## config.mk

```make
export PLATFORM = sky130hd
export DESIGN_NAME = fbt_base_timer
export DESIGN_NICKNAME = d
export VERILOG_FILES = /design/src/core/fbt_pkg.sv /design/src/core/fbt_base_timer.sv /design/src/core/fbt_quad_decoder.sv
export VERILOG_INCLUDE_DIRS = /design/src /design/src/core
export SDC_FILE = /design/constraint.sdc
export NUM_CORES = 1
export LEC_CHECK = 0
export BUFFER_PORTS_ARGS = -buffer_cell sky130_fd_sc_hd__buf_2
export CORE_MARGIN = 5
export CORE_UTILIZATION = 43
export CTS_BUF_LIST = sky130_fd_sc_hd__clkbuf_16
export CTS_CLUSTER_DIAMETER = 30
export DETAILED_ROUTE_END_ITERATION = 7
export PLACE_DENSITY = 0.73
export SETUP_SLACK_MARGIN = 0.05
export SLEW_MARGIN = 25
export SYNTH_ARGS = -nofsm -noshare
export SYNTH_HDL_FRONTEND = slang
export SYNTH_SLANG_ARGS = --single-unit
```

## constraint.sdc

```tcl
create_clock -name pclk -period 8.2 [get_ports pclk]
set_input_delay 0.82 -clock pclk [delete_from_list [all_inputs] [get_ports pclk]]
set_output_delay 0.82 -clock pclk [all_outputs]
set_load 0.1 [all_outputs]
```

## src/core/fbt_cfg.svh

```systemverilog
// register map, field positions and reset values of the base timer
`ifndef FBT_CFG_SVH
`define FBT_CFG_SVH
// ----------------------------------------
// register offsets
// ----------------------------------------
`define FBT_ADDR_CTRL_A 8'h00
`define FBT_ADDR_CTRL_B 8'h04
`define FBT_ADDR_VALUE 8'h08
`define FBT_ADDR_CMP0 8'h0C
`define FBT_ADDR_IRQ 8'h10
// ----------------------------------------
// timer_ctrl_a fields
// ----------------------------------------
`define FBT_DIV_LSB 0
`define FBT_DIV_MSB 4
`define FBT_IRQSEL_LSB 8
`define FBT_IRQSEL_MSB 9
// ----------------------------------------
// timer_ctrl_b fields
// ----------------------------------------
`define FBT_RUN_BIT 0
`define FBT_RSTSEL_LSB 1
`define FBT_RSTSEL_MSB 2
`define FBT_MODE_LSB 4
`define FBT_MODE_MSB 5
`define FBT_OVF9_BIT 6
`define FBT_PINSEL_BIT 8
// ----------------------------------------
// irq_request_reg fields
// ----------------------------------------
`define FBT_IRQ_FLAG_BIT 0
// ----------------------------------------
// values
// ----------------------------------------
`define FBT_DIV_NONE 5'h1F
`define FBT_DIV_RESET 5'h00
`define FBT_COUNT_MAX 16'hFFFF
`define FBT_COUNT_ZERO 16'h0000
`define FBT_CMP_RESET 16'h0000
`define FBT_RDATA_ZERO 32'h00000000
`endif

```

## src/core/fbt_pkg.sv

```systemverilog
// types of the base timer
package fbt_pkg;
  typedef enum logic [1:0] {FBT_MODE_INC = 2'b00, FBT_MODE_UPDOWN = 2'b01, FBT_MODE_QUAD = 2'b10} fbt_mode_type;
  typedef enum logic [1:0] {FBT_RST_NONE = 2'b00, FBT_RST_MATCH = 2'b01, FBT_RST_EXT = 2'b10,
                            FBT_RST_OVF = 2'b11} fbt_rst_src_type;
  typedef enum logic [1:0] {FBT_IRQ_BIT9 = 2'b00, FBT_IRQ_BIT14 = 2'b01, FBT_IRQ_BIT15 = 2'b10} fbt_irq_bit_type;
  typedef enum logic [1:0] {FBT_DIR_UP = 2'b00, FBT_DIR_SKID1 = 2'b01, FBT_DIR_SKID2 = 2'b11,
                            FBT_DIR_DOWN = 2'b10} fbt_dir_state_type;
endpackage

```

## src/core/fbt_base_timer.sv

```systemverilog
// 16-bit free-running base timer with apb registers
// Contract
// - with match reset, counter clears when it equals compare register zero.
// - with external reset, counter clears while either reset pin is low.
// - every reset of the counter loads zero.
// - overflow flag sets when selected bit 9, 14 or 15 overflows.
// - reading the value register while running returns the counter.
// - value read while held in reset is unspecified.
// - writing value while running loads it; counting continues from it.
// - value writes while held in reset are ignored.
// - counting starts when the run bit is set to one.
// - up/down mode counts up to FFFF then down toward zero.
// - up/down with match reset turns down two counts after a match.
// - up/down mode turns upward again when counting down reaches zero.
// - two-phase mode counts edges from one of two selectable pin pairs.
// - two-phase mode steps on every edge, up or down by phase order; the code does so only at ratio 31, else once per 2(n+1) edges.
// - clearing the run bit stops the timer and holds it in reset.
// - count source is clock or phase edges divided by 2(n+1); 31 undivided.
// - a two-bit field selects which reset condition clears the counter.
//
// Design decisions made here: the register addresses and the APB interface to the registers.
`timescale 1ns/1ps
`include "fbt_cfg.svh"
`default_nettype none
module fbt_base_timer (
  // apb slave
  input wire logic pclk,
  input wire logic presetn,
  input wire logic psel,
  input wire logic penable,
  input wire logic pwrite,
  input wire logic [7:0] paddr,
  input wire logic [31:0] pwdata,
  output logic [31:0] prdata,
  output logic pready,
  output logic pslverr,
  // pins
  input wire logic phase_a_pin,
  input wire logic phase_b_pin,
  input wire logic phase_a_alt_pin,
  input wire logic phase_b_alt_pin,
  input wire logic ext_reset_pin_a_n,
  input wire logic ext_reset_pin_b_n,
  // to the rest of the unit
  output logic [15:0] timer_value,
  output logic compare_zero_match,
  output logic overflow_irq_flag
);
  import fbt_pkg::*;

  function automatic logic ones_up_to(input logic [15:0] v, input int top);
    logic r;
    r = 1'b1;
    for (int i = 0; i < 16; i++)
      if (i <= top)
        r = r & v[i];
    return r;
  endfunction

  // ----------------------------------------
  // apb decode
  // ----------------------------------------
  logic [4:0] divide_ratio_field;
  fbt_irq_bit_type irq_bit_sel;
  logic timer_run_bit;
  fbt_rst_src_type reset_select;
  fbt_mode_type count_mode;
  logic ovf_reset_bit9;
  logic phase_pin_select;
  logic [15:0] compare_zero_value;
  logic [15:0] count;
  fbt_dir_state_type dir_state;
  logic [5:0] div_cnt;
  logic [1:0] ext_sync1;
  logic [1:0] ext_sync2;
  logic [1:0] ext_sync3;
  logic [1:0] ext_level;

  wire hit_ctrl_a = paddr == `FBT_ADDR_CTRL_A;
  wire hit_ctrl_b = paddr == `FBT_ADDR_CTRL_B;
  wire hit_value = paddr == `FBT_ADDR_VALUE;
  wire hit_cmp = paddr == `FBT_ADDR_CMP0;
  wire hit_irq = paddr == `FBT_ADDR_IRQ;
  wire hit_any = hit_ctrl_a | hit_ctrl_b | hit_value | hit_cmp | hit_irq;
  wire apb_write = psel & penable & pwrite & hit_any;
  wire apb_setup_read = psel & ~penable & ~pwrite;
  wire wr_ctrl_a = apb_write & hit_ctrl_a;
  wire wr_ctrl_b = apb_write & hit_ctrl_b;
  wire wr_value = apb_write & hit_value;
  wire wr_cmp = apb_write & hit_cmp;
  wire wr_irq = apb_write & hit_irq;

  assign pready = 1'b1;
  assign pslverr = psel & penable & ~hit_any;

  wire [31:0] rd_ctrl_a = {22'h000000, irq_bit_sel, 3'h0, divide_ratio_field};
  wire [31:0] rd_ctrl_b = {23'h000000, phase_pin_select, 1'b0, ovf_reset_bit9, count_mode, 1'b0,
                           reset_select, timer_run_bit};
  // counter reads zero while held in reset; software must not rely on it
  wire [31:0] rd_value = {16'h0000, count};
  wire [31:0] rd_cmp = {16'h0000, compare_zero_value};
  wire [31:0] rd_irq = {31'h00000000, overflow_irq_flag};
  wire [31:0] rd_mux = hit_ctrl_a ? rd_ctrl_a :
                       hit_ctrl_b ? rd_ctrl_b :
                       hit_value ? rd_value :
                       hit_cmp ? rd_cmp :
                       hit_irq ? rd_irq : `FBT_RDATA_ZERO;

  // ----------------------------------------
  // registers
  // ----------------------------------------
  always_ff @(posedge pclk or negedge presetn)
  begin
    if (!presetn)
    begin
      divide_ratio_field <= `FBT_DIV_RESET;
      irq_bit_sel <= FBT_IRQ_BIT9;
      timer_run_bit <= 1'b0;
      reset_select <= FBT_RST_NONE;
      count_mode <= FBT_MODE_INC;
      ovf_reset_bit9 <= 1'b0;
      phase_pin_select <= 1'b0;
      compare_zero_value <= `FBT_CMP_RESET;
      prdata <= `FBT_RDATA_ZERO;
    end
    else
    begin
      if (wr_ctrl_a)
      begin
        divide_ratio_field <= pwdata[`FBT_DIV_MSB:`FBT_DIV_LSB];
        irq_bit_sel <= fbt_irq_bit_type'(pwdata[`FBT_IRQSEL_MSB:`FBT_IRQSEL_LSB]);
      end
      if (wr_ctrl_b)
      begin
        timer_run_bit <= pwdata[`FBT_RUN_BIT];
        reset_select <= fbt_rst_src_type'(pwdata[`FBT_RSTSEL_MSB:`FBT_RSTSEL_LSB]);
        count_mode <= fbt_mode_type'(pwdata[`FBT_MODE_MSB:`FBT_MODE_LSB]);
        ovf_reset_bit9 <= pwdata[`FBT_OVF9_BIT];
        phase_pin_select <= pwdata[`FBT_PINSEL_BIT];
      end
      if (wr_cmp)
        compare_zero_value <= pwdata[15:0];
      if (apb_setup_read)
        prdata <= rd_mux;
    end
  end

  // ----------------------------------------
  // external reset pins, three-stage synchronisers
  // ----------------------------------------
  wire [1:0] ext_agree = ~(ext_sync2 ^ ext_sync3);

  always_ff @(posedge pclk or negedge presetn)
  begin
    if (!presetn)
    begin
      ext_sync1 <= 2'h3;
      ext_sync2 <= 2'h3;
      ext_sync3 <= 2'h3;
      ext_level <= 2'h3;
    end
    else
    begin
      ext_sync1 <= {ext_reset_pin_b_n, ext_reset_pin_a_n};
      ext_sync2 <= ext_sync1;
      ext_sync3 <= ext_sync2;
      ext_level <= (ext_agree & ext_sync3) | (~ext_agree & ext_level);
    end
  end

  // ----------------------------------------
  // count source and divider
  // ----------------------------------------
  logic quad_step;
  logic quad_up;

  fbt_quad_decoder u_quad (
    .pclk(pclk),
    .presetn(presetn),
    .phase_a_pin(phase_a_pin),
    .phase_b_pin(phase_b_pin),
    .phase_a_alt_pin(phase_a_alt_pin),
    .phase_b_alt_pin(phase_b_alt_pin),
    .phase_pin_select(phase_pin_select),
    .step(quad_step),
    .step_up(quad_up)
  );

  wire is_quad = count_mode == FBT_MODE_QUAD;
  wire src_event = is_quad ? quad_step : 1'b1;
  wire div_bypass = divide_ratio_field == `FBT_DIV_NONE;
  wire [5:0] div_limit = {divide_ratio_field, 1'b1};
  // at or past the limit, so a smaller ratio written mid-run takes effect at once
  wire div_last = div_cnt >= div_limit;
  // timer_count_source enable: one pulse per 2(n+1) source events below 31, one per event at 31
  wire timer_count_source = timer_run_bit & src_event & (div_bypass | div_last);

  always_ff @(posedge pclk or negedge presetn)
  begin
    if (!presetn)
      div_cnt <= 6'h00;
    else if (!timer_run_bit || (src_event && div_last))
      div_cnt <= 6'h00;
    else if (src_event)
      div_cnt <= div_cnt + 6'h01;
  end

  // ----------------------------------------
  // counter
  // ----------------------------------------
  wire is_updown = count_mode == FBT_MODE_UPDOWN;
  wire at_max = count == `FBT_COUNT_MAX;
  wire at_zero = count == `FBT_COUNT_ZERO;
  wire cmp_match = count == compare_zero_value;
  wire updown_turn_down = is_updown & ((dir_state == FBT_DIR_UP & at_max) | dir_state == FBT_DIR_SKID2);
  wire updown_turn_up = is_updown & dir_state == FBT_DIR_DOWN & at_zero;
  wire go_up = is_quad ? quad_up :
               is_updown ? ((dir_state != FBT_DIR_DOWN & ~updown_turn_down) | updown_turn_up) : 1'b1;
  wire ovf9 = go_up & ones_up_to(count, 9);
  wire ovf14 = go_up & ones_up_to(count, 14);
  wire ovf15 = go_up & at_max;
  wire ext_low = ~&ext_level;
  wire run_clear = ~timer_run_bit;
  wire ext_clear = reset_select == FBT_RST_EXT & ext_low;
  wire match_clear = reset_select == FBT_RST_MATCH & ~is_updown & cmp_match;
  wire ovf_clear = reset_select == FBT_RST_OVF & (ovf_reset_bit9 ? ovf9 : ovf15);
  wire irq_event = timer_count_source & (irq_bit_sel == FBT_IRQ_BIT9 ? ovf9 :
                                         irq_bit_sel == FBT_IRQ_BIT14 ? ovf14 :
                                         irq_bit_sel == FBT_IRQ_BIT15 ? ovf15 : 1'b0);
  wire [15:0] stepped = go_up ? count + 16'h0001 : count - 16'h0001;

  logic [15:0] next_count;
  always_comb
  begin
    if (run_clear || ext_clear)
      next_count = `FBT_COUNT_ZERO;
    else if (wr_value)
      next_count = pwdata[15:0];
    else if (timer_count_source && (match_clear || ovf_clear))
      next_count = `FBT_COUNT_ZERO;
    else if (timer_count_source)
      next_count = stepped;
    else
      next_count = count;
  end

  // up/down direction, with two extra up counts after a compare match
  fbt_dir_state_type next_dir_state;
  always_comb
  begin
    next_dir_state = dir_state;
    if (!is_updown || run_clear)
      next_dir_state = FBT_DIR_UP;
    else if (timer_count_source)
    begin
      case (dir_state)
        FBT_DIR_UP:
          if (at_max)
            next_dir_state = FBT_DIR_DOWN;
          else if (reset_select == FBT_RST_MATCH && cmp_match)
            next_dir_state = FBT_DIR_SKID1;
        FBT_DIR_SKID1:
          next_dir_state = FBT_DIR_SKID2;
        FBT_DIR_SKID2:
          next_dir_state = FBT_DIR_DOWN;
        FBT_DIR_DOWN:
          if (at_zero)
            next_dir_state = FBT_DIR_UP;
        default:
          next_dir_state = FBT_DIR_UP;
      endcase
    end
  end

  always_ff @(posedge pclk or negedge presetn)
  begin
    if (!presetn)
    begin
      count <= `FBT_COUNT_ZERO;
      dir_state <= FBT_DIR_UP;
      overflow_irq_flag <= 1'b0;
    end
    else
    begin
      count <= next_count;
      dir_state <= next_dir_state;
      // a new overflow wins over a clear in the same cycle
      overflow_irq_flag <= irq_event | (overflow_irq_flag & ~(wr_irq & pwdata[`FBT_IRQ_FLAG_BIT]));
    end
  end

  assign timer_value = count;
  assign compare_zero_match = timer_run_bit & cmp_match;
endmodule // fbt_base_timer
`default_nettype wire

```

## src/core/fbt_quad_decoder.sv

```systemverilog
// pin synchroniser and two-phase edge decoder
`timescale 1ns/1ps
`default_nettype none
module fbt_quad_decoder (
  // clock and reset
  input wire logic pclk,
  input wire logic presetn,
  // phase pins
  input wire logic phase_a_pin,
  input wire logic phase_b_pin,
  input wire logic phase_a_alt_pin,
  input wire logic phase_b_alt_pin,
  input wire logic phase_pin_select,
  // decoded events
  output logic step,
  output logic step_up
);
  import fbt_pkg::*;

  // ----------------------------------------
  // three-stage synchronisers, change taken when stages two and three agree
  // ----------------------------------------
  logic [3:0] sync1;
  logic [3:0] sync2;
  logic [3:0] sync3;
  logic [3:0] level;
  logic prev_a;
  logic prev_b;
  wire [3:0] pins_raw = {phase_b_alt_pin, phase_a_alt_pin, phase_b_pin, phase_a_pin};
  wire [3:0] agree = ~(sync2 ^ sync3);

  always_ff @(posedge pclk or negedge presetn)
  begin
    if (!presetn)
    begin
      sync1 <= 4'h0;
      sync2 <= 4'h0;
      sync3 <= 4'h0;
      level <= 4'h0;
    end
    else
    begin
      sync1 <= pins_raw;
      sync2 <= sync1;
      sync3 <= sync2;
      level <= (agree & sync3) | (~agree & level);
    end
  end

  // ----------------------------------------
  // pin pair selection and quadrature decode
  // ----------------------------------------
  wire cur_a = phase_pin_select ? level[2] : level[0];
  wire cur_b = phase_pin_select ? level[3] : level[1];

  always_ff @(posedge pclk or negedge presetn)
  begin
    if (!presetn)
    begin
      prev_a <= 1'b0;
      prev_b <= 1'b0;
    end
    else
    begin
      prev_a <= cur_a;
      prev_b <= cur_b;
    end
  end

  // exactly one phase moved: a valid edge of either input
  assign step = (cur_a ^ prev_a) ^ (cur_b ^ prev_b);
  // phase a leading phase b counts up
  assign step_up = cur_a ^ prev_b;
endmodule // fbt_quad_decoder
`default_nettype wire

```

== Word level (Yosys, flattened, before mapping) ==
Index checks and enable logic that the tools add are counted.
Operators by class
  magnitude comparators: 1
  bitwise operators: 74
  mux-type cells: 27
  shift-type cells: 0
  eq/ne operators: 20
  multiply operators: 0
  reduce and logical (&&, ||, !) cells: 19
  add/subtract/negate cells: 3
  div/mod/pow operators: 0
Operators by type and width (number)
  16-bit two-way mux: 9
  1-bit bitwise AND: 43
  16-bit by 1-bit adder with 16-bit output, second input constant: 1
  16-bit == test: 1
  16-bit == test, second input constant: 1
  8-bit by 4-bit == test with 1-bit output, second input constant: 2
  16-bit logical NOT: 1
  16-bit by 1-bit subtractor with 16-bit output, second input constant: 1
  2-bit == test, second input constant: 6
  6-bit two-way mux: 2
  1-bit two-way mux: 10
  2-bit two-way mux: 5
  4-bit bitwise AND: 2
  2-bit by 1-bit == test with 1-bit output, second input constant: 4
  8-bit by 3-bit == test with 1-bit output, second input constant: 1
  8-bit by 5-bit == test with 1-bit output, second input constant: 1
  8-bit logical NOT: 1
  4-bit NOT: 2
  1-bit bitwise OR: 8
  2-bit one-hot mux with 4 select lines: 1
  1-bit NOT: 7
  6-bit by 1-bit adder with 6-bit output, second input constant: 1
  6-bit >= comparator: 1
  5-bit == test, second input constant: 1
  other kinds (18): 32
Storage, ports and cells
  output and inout bits: 52
  bits in writable memories: 0
  bits in read-only memories: 0
  memories: 0
  bits in registers: 113
  latch bits: 0

== Depth between registers and ports, before layout ==
  word-level depth: 19
  mapped depth: 14
  depth with buffers taken out: 13

== Modules after synthesis ==
Synthesis repeated with hierarchy kept, for this count alone.
Unflattened totals
  cell total of the unflattened synthesis: 507
  area, all modules: 5639.2 µm²
By module, submodules not included
  fbt_base_timer: area each 5082.4 µm², seq. area each 1986.9 µm², cells each 481, instances 1
  fbt_quad_decoder: area each 556.8 µm², seq. area each 450.4 µm², cells each 26, instances 1

== Worst setup path after synthesis ==
Ideal clock, no wire load.
  kind: reg2reg
  from: register count[0], in the netlist timer_value[0]
  to: register count[15], in the netlist timer_value[15]
  required time: 8.119 ns
  buffers on the path: 1
  library setup time: 0.081 ns
  data arrival time: 4.424 ns
  period minus slack after synthesis: 4.504 ns
  stages on the path, launching flop included: 15
  setup slack: 3.696 ns
  path through: dfrtp_1 > clkbuf_2 > nand4_1 > or3_2 > nor2_1 > a21oi_1 > inv_1 > ha_1 > and3_1 > a211oi_1 > a2111oi_0 > or4_1 > a21o_2 > a211o_1 > o211ai_2
Between the ends
  word-level cells in the longest chain between the ends: 17
RTL lines
  start: declaration: RTL line fbt_base_timer.sv:71  | logic [15:0] count;
  start signal: assignment: RTL line fbt_base_timer.sv:279  | count <= `FBT_COUNT_ZERO;
  start signal: assignment: RTL line fbt_base_timer.sv:285  | count <= next_count;
  16-bit == test (no line) or 1-bit bitwise AND (tied branches)
  1-bit bitwise AND, on equally long branches: RTL line fbt_base_timer.sv:215, fbt_base_timer.sv:56
  1-bit bitwise OR or 1-bit bitwise AND (tied branches): RTL line fbt_base_timer.sv:215, fbt_base_timer.sv:56
  1-bit bitwise AND, on equally long branches: RTL line fbt_base_timer.sv:215, fbt_base_timer.sv:56
  1-bit NOT or 1-bit bitwise AND (tied branches): RTL line fbt_base_timer.sv:218, fbt_base_timer.sv:56
  1-bit bitwise AND, on equally long branches: RTL line fbt_base_timer.sv:218, fbt_base_timer.sv:56
  1-bit bitwise OR or 1-bit bitwise AND (tied branches): RTL line fbt_base_timer.sv:218, fbt_base_timer.sv:56
  1-bit two-way mux or 1-bit bitwise AND (tied branches): RTL line fbt_base_timer.sv:218, fbt_base_timer.sv:56
  1-bit two-way mux or 1-bit bitwise AND (tied branches): RTL line fbt_base_timer.sv:217, fbt_base_timer.sv:56
  1-bit bitwise AND, on equally long branches: RTL line fbt_base_timer.sv:221, fbt_base_timer.sv:219
  1-bit two-way mux: RTL line fbt_base_timer.sv:226  | wire ovf_clear = reset_select == FBT_RST_OVF & (ovf_reset_bit9 ? ovf9 : ovf15);
  1-bit bitwise AND: RTL line fbt_base_timer.sv:226
  1-bit logical OR: RTL line fbt_base_timer.sv:239  | else if (timer_count_source && (match_clear || ovf_clear))
  1-bit logical AND: RTL line fbt_base_timer.sv:239
  16-bit two-way mux: RTL line fbt_base_timer.sv:239
  16-bit two-way mux: RTL line fbt_base_timer.sv:237  | else if (wr_value)
  16-bit two-way mux: RTL line fbt_base_timer.sv:235  | if (run_clear || ext_clear)
Parallel ways exist; a longest one is shown, timed or not. The select of a mux whose other input is x is not followed.
A chain may end at the register's enable or synchronous reset.

== Final worst setup path ==
  from: register count[11], in the netlist timer_value[11]
  to: register count[15], in the netlist timer_value[15]
Between the ends
  word-level cells in the longest chain between the ends: 17
RTL lines
  16-bit == test (no line)
  1-bit bitwise AND: RTL line fbt_base_timer.sv:215  | wire updown_turn_down = is_updown & ((dir_state == FBT_DIR_UP & at_max) | dir_state == FBT_DIR_SKID2);
  1-bit bitwise OR: RTL line fbt_base_timer.sv:215
  1-bit bitwise AND: RTL line fbt_base_timer.sv:215
  1-bit NOT: RTL line fbt_base_timer.sv:218  | is_updown ? ((dir_state != FBT_DIR_DOWN & ~updown_turn_down) | updown_turn_up) : 1'b1;
  1-bit bitwise AND: RTL line fbt_base_timer.sv:218
  1-bit bitwise OR: RTL line fbt_base_timer.sv:218
  1-bit two-way mux: RTL line fbt_base_timer.sv:218
  1-bit two-way mux: RTL line fbt_base_timer.sv:217  | wire go_up = is_quad ? quad_up :
  1-bit bitwise AND, on equally long branches: RTL line fbt_base_timer.sv:221, fbt_base_timer.sv:219
  1-bit two-way mux: RTL line fbt_base_timer.sv:226
  1-bit bitwise AND: RTL line fbt_base_timer.sv:226
  1-bit logical OR: RTL line fbt_base_timer.sv:239
  1-bit logical AND: RTL line fbt_base_timer.sv:239
  16-bit two-way mux: RTL line fbt_base_timer.sv:239
  16-bit two-way mux: RTL line fbt_base_timer.sv:237
  16-bit two-way mux: RTL line fbt_base_timer.sv:235
Parallel ways exist; a longest one is shown, timed or not. The select of a mux whose other input is x is not followed.

==> impl_metrics.prom <==
# TYPE chip_impl_metric gauge
chip_impl_metric{name="groute.layer.met3.usage",unit="%"} 3.23
chip_impl_metric{name="min_period_over_period",unit="%"} 55.8
chip_impl_metric{name="clk_pin_slew",unit="ns"} 0.07
chip_impl_metric{name="maximum_achievable_frequency",unit="MHz"} 219
chip_impl_metric{name="routabilityCongestion",unit=""} 0.895
chip_impl_info{name="main_combinational_cell_family_by_area_after_synthesis",value="compound AO/OA/AOI/OAI gates"} 1
chip_impl_metric{name="first_pass_iters",unit=""} 5
chip_impl_metric{name="multi_input_comb_area",unit="sq um"} 2820
chip_impl_metric{name="drcViolationCount",unit=""} 0
chip_impl_metric{name="fraction_of_layout_cells_with_a_size_suffix_above_1",unit="%"} 26.7
chip_impl_metric{name="power_leakage",unit="nW"} 3.00
chip_impl_metric{name="postLayoutCellArea",unit="sq um"} 6170
chip_impl_metric{name="core_region_area",unit="sq um"} 12500
chip_impl_metric{name="port-buffer-count",unit=""} 69
chip_impl_metric{name="maxSlewViolCount",unit=""} 0
chip_impl_metric{name="detailed_place_hpwl",unit="mm"} 9.92
chip_impl_metric{name="synth_area_per_cell",unit="sq um"} 10.6
chip_impl_metric{name="cellPowerDensity",unit="nW/um^2"} 166
chip_impl_metric{name="routed_wire_length_per_instance",unit="um"} 17.4
chip_impl_metric{name="worst-slew-pin-transition",unit="ns"} 0.840
chip_impl_metric{name="fin_nets",unit=""} 652
chip_impl_metric{name="synth-async-reset-ratio",unit="%"} 100
chip_impl_metric{name="yosys_warnings",unit=""} 0
chip_impl_info{name="ctsRootBufferMaster",value="sky130_fd_sc_hd__clkbuf_16"} 1
chip_impl_metric{name="area_growth_syn_to_layout",unit="%"} 12.9
chip_impl_metric{name="cts_hold_buffers",unit=""} 0
chip_impl_info{name="critical_path.startpoint_type",value="register"} 1
chip_impl_metric{name="design.die.area",unit="sq um"} 15100
chip_impl_metric{name="drtIter0Drc",unit=""} 273
chip_impl_metric{name="grt_start_max_net_pins",unit=""} 84
chip_impl_metric{name="row_count",unit=""} 41
chip_impl_metric{name="cts_setup_buffers",unit=""} 0
chip_impl_info{name="clock_tree_from_tritoncts",value="done"} 1
chip_impl_metric{name="max_cap_viol_count",unit=""} 0
chip_impl_metric{name="yosys_register_bits",unit=""} 97
chip_impl_metric{name="seqCellArea",unit="sq um"} 2440
chip_impl_metric{name="layoutNonFillerInstCount",unit=""} 757
chip_impl_metric{name="count_of_placed_standard_cells_including_taps",unit=""} 741
chip_impl_metric{name="power",unit="mW"} 1.02
chip_impl_metric{name="finalHoldWorstSlack",unit="ns"} 0.318
chip_impl_metric{name="global_route.usage.total",unit="%"} 17.9
chip_impl_metric{name="layout.core_utilization",unit="%"} 49.3
chip_impl_metric{name="peakVddDrop",unit="mV"} 0.111
chip_impl_metric{name="synth_cell_type_count",unit=""} 76
chip_impl_metric{name="worst-path-max-fanout",unit=""} 15
chip_impl_metric{name="synth_sequential_area_ratio",unit="%"} 44.6
chip_impl_metric{name="wp_data_required",unit="ns"} 8.47
chip_impl_metric{name="detailed_place.area",unit="sq um"} 5880
chip_impl_metric{name="synth_simple_gate_area_share",unit="%"} 14.8
chip_impl_metric{name="period_needed",unit="ns"} 4.57
chip_impl_info{name="r2r_end",value="timer_value[15]$_DFFE_PN0P_"} 1
chip_impl_metric{name="first_global_vias",unit=""} 4141
chip_impl_metric{name="timing_hold_violations_final",unit=""} 0
chip_impl_metric{name="initial_core_utilization",unit="%"} 43.7
chip_impl_metric{name="clk-insertion-delay-late",unit="ns"} 0.34
chip_impl_metric{name="fill_cells",unit=""} 1143
chip_impl_metric{name="regToRegSetupSlack",unit="ns"} 3.63
chip_impl_metric{name="gr-usage-met2",unit="%"} 28.8
chip_impl_metric{name="cts-resized-gates",unit=""} 0
chip_impl_metric{name="count_of_antenna_diodes_in_the_layout",unit=""} 0
chip_impl_info{name="leading_cell_type_in_the_layout_fill_and_taps_excluded",value="sky130_fd_sc_hd__dfrtp_1"} 1
chip_impl_info{name="status",value="finished, final reports clean"} 1
chip_impl_metric{name="overflow",unit=""} 0
chip_impl_metric{name="synth_compound_gate_area_share",unit="%"} 15.1
chip_impl_metric{name="netlist_instances",unit=""} 518
chip_impl_metric{name="relSlewSlack",unit="%"} 42.6
chip_impl_metric{name="fin_worst_skew",unit="ns"} 0.00762
chip_impl_info{name="top_library_cells_by_usage_in_the_layout_fill_and_taps_aside",value="sky130_fd_sc_hd__dfrtp_1, sky130_fd_sc_hd__buf_2, sky130_fd_sc_hd__nand2_1, sky130_fd_sc_hd__nor2_1, sky130_fd_sc_hd__mux2_2"} 1
chip_impl_metric{name="syn-cell-area",unit="sq um"} 5470
chip_impl_info{name="rsz_0062_raised_after_global_routing",value="false"} 1
chip_impl_metric{name="pin_count",unit=""} 103
chip_impl_metric{name="yosys-mux-area-fraction",unit="%"} 9.23
chip_impl_info{name="synth_flop_type",value="sky130_fd_sc_hd__dfrtp_1"} 1
chip_impl_metric{name="reg2reg_depth",unit=""} 13
chip_impl_metric{name="finalSetupTns",unit="ns"} 0
chip_impl_metric{name="die_w",unit="um"} 123
chip_impl_metric{name="layout_setup_ws",unit="ns"} 3.63
chip_impl_metric{name="detail-route-antenna-nets",unit=""} 0
chip_impl_info{name="endpoint_kind",value="register"} 1
chip_impl_metric{name="cts-htree-levels",unit=""} 3
chip_impl_metric{name="synth_fa_ha_area_share",unit="%"} 6.04
chip_impl_metric{name="cts.sinks",unit=""} 97
chip_impl_metric{name="post_drt_via_cell_ratio",unit=""} 5.55
chip_impl_metric{name="grt_antenna_before_repair",unit=""} 0
chip_impl_metric{name="cts_buffers",unit=""} 9
chip_impl_info{name="worstSetupPathType",value="register to register"} 1
chip_impl_metric{name="drt_wl_total",unit="mm"} 13.2
chip_impl_metric{name="synth_enable_flop_cells",unit=""} 0
chip_impl_metric{name="synthXorXnorAreaFrac",unit="%"} 5.08
chip_impl_info{name="gr-max-usage-layer",value="met2"} 1
chip_impl_metric{name="grt_pass1_wl",unit="mm"} 21.1
chip_impl_metric{name="cp_data_arrival_time",unit="ns"} 4.84
chip_impl_info{name="crit-reg2reg-launch",value="timer_value[11]$_DFFE_PN0P_"} 1
chip_impl_metric{name="vias",unit=""} 4201
chip_impl_metric{name="placement.setup.worst_slack",unit="ns"} 3.66
chip_impl_metric{name="cts_buffer_depth",unit=""} 2
chip_impl_info{name="min_path_type",value="input port to asynchronous set/reset pin"} 1
chip_impl_metric{name="setup-violations-final",unit=""} 0
chip_impl_metric{name="grtUsageMet1",unit="%"} 24.2
chip_impl_metric{name="chipHeight",unit="um"} 123
[worst max-delay path by stage]
stage	startpoint	to	slack, ns	cells after the start
floorplan	timer_value[0]$_DFFE_PN0P_	timer_value[15]$_DFFE_PN0P_	3.70	14
global placement	timer_value[11]$_DFFE_PN0P_	timer_value[15]$_DFFE_PN0P_	3.68	13
detailed placement	timer_value[11]$_DFFE_PN0P_	timer_value[15]$_DFFE_PN0P_	3.66	13
CTS	timer_value[11]$_DFFE_PN0P_	timer_value[15]$_DFFE_PN0P_	3.62	13
global route	timer_value[11]$_DFFE_PN0P_	timer_value[15]$_DFFE_PN0P_	3.38	13
finish	timer_value[11]$_DFFE_PN0P_	timer_value[15]$_DFFE_PN0P_	3.63	13
[power breakdown]
group          total [mW]  internal [mW]  switching (mW)
registers           0.499          0.493         0.00601
clock network       0.404          0.211           0.192
logic               0.121         0.0218          0.0993
total                1.02          0.726           0.298
[synthesized netlist by cell type, types with 4 or more instances]
cell type / instances / area (sq um)
sky130_fd_sc_hd__o21ai_0: 28 / 140
sky130_fd_sc_hd__nand4_1: 5 / 31.3
sky130_fd_sc_hd__a21oi_1: 15 / 75.1
sky130_fd_sc_hd__a31oi_1: 5 / 31.3
sky130_fd_sc_hd__nor2b_1: 4 / 25.0
sky130_fd_sc_hd__nand2_1: 34 / 128
sky130_fd_sc_hd__o21ai_2: 10 / 87.6
sky130_fd_sc_hd__or3_1: 5 / 31.3
sky130_fd_sc_hd__inv_1: 15 / 56.3
sky130_fd_sc_hd__mux2_2: 29 / 327
sky130_fd_sc_hd__xor2_1: 25 / 219
sky130_fd_sc_hd__buf_2: 4 / 20.0
sky130_fd_sc_hd__ha_1: 20 / 250
sky130_fd_sc_hd__nand3_1: 14 / 70.1
sky130_fd_sc_hd__dfrtp_1: 89 / 2230
sky130_fd_sc_hd__o31ai_1: 8 / 60.1
sky130_fd_sc_hd__a22oi_1: 14 / 105
sky130_fd_sc_hd__a211o_1: 4 / 35.0
sky130_fd_sc_hd__dfstp_2: 8 / 210
sky130_fd_sc_hd__and3_1: 5 / 31.3
sky130_fd_sc_hd__nor4_1: 10 / 62.6
sky130_fd_sc_hd__mux2i_1: 14 / 140
sky130_fd_sc_hd__nor2_1: 34 / 128
sky130_fd_sc_hd__buf_4: 17 / 128
sky130_fd_sc_hd__nor3_1: 9 / 45.0
sky130_fd_sc_hd__a221oi_1: 4 / 35.0
sky130_fd_sc_hd__clkbuf_1: 9 / 33.8
sky130_fd_sc_hd__nand2b_1: 6 / 37.5
sky130_fd_sc_hd__maj3_1: 6 / 60.1
[worst max-delay path: stages, from the launching register on]
cell	delay, ns
sky130_fd_sc_hd__dfrtp_1	0.50
sky130_fd_sc_hd__nor4_1	0.37
sky130_fd_sc_hd__and4_1	0.30
sky130_fd_sc_hd__o221ai_1	0.16
sky130_fd_sc_hd__a21oi_1	0.39
sky130_fd_sc_hd__inv_1	0.38
sky130_fd_sc_hd__ha_1	0.44
sky130_fd_sc_hd__and3_1	0.22
sky130_fd_sc_hd__a211oi_1	0.36
sky130_fd_sc_hd__a2111oi_0	0.23
sky130_fd_sc_hd__or4_1	0.56
sky130_fd_sc_hd__a21o_2	0.22
sky130_fd_sc_hd__a211o_1	0.30
sky130_fd_sc_hd__o211ai_2	0.06
[cell families (layout without fill, tap and decap cells)]
kind of cell             Yosys count  in the layout
AO/OA/AOI/OAI                    117            117
XOR/XNOR                          29             29
adder cells (fa/ha/maj)           27             27
buffers and inverters             49            101
flip-flops                        97             97
multiplexers                      46             46
other                              2             17
AND/OR/NAND/NOR                  151            151
[layer usage]
layer  part of all wire [%]  up-vias
li1                       -     1999
met1                     44     2014
met2                     47      160
met3                    6.4       28
met4                    2.5        0
met5                      0        -
[final cells by class]
cell class / count / share of cell area, %
timing repair buffer: 70 / 5.82
clock buffer: 9 / 3.65
inverter: 15 / 0.912
clock inverter: 7 / 1.01
multi-input combinational: 387 / 45.6
sequential: 97 / 39.5
tap: 172 / 3.49
[registers in the layout (all words and copies together) (netlist names), 2 cells and up, named ones only]
name	cells
u_quad.sync2	4
div_cnt	6
u_quad.sync1	4
dir_state	2
irq_bit_sel	2
compare_zero_value	16
reset_select	2
divide_ratio_field	5
count_mode	2
prdata	16
ext_sync1	2
u_quad.sync3	4
ext_sync2	2
timer_value	16
ext_sync3	2
No activity file was read; power rests on OpenSTA's default activity.
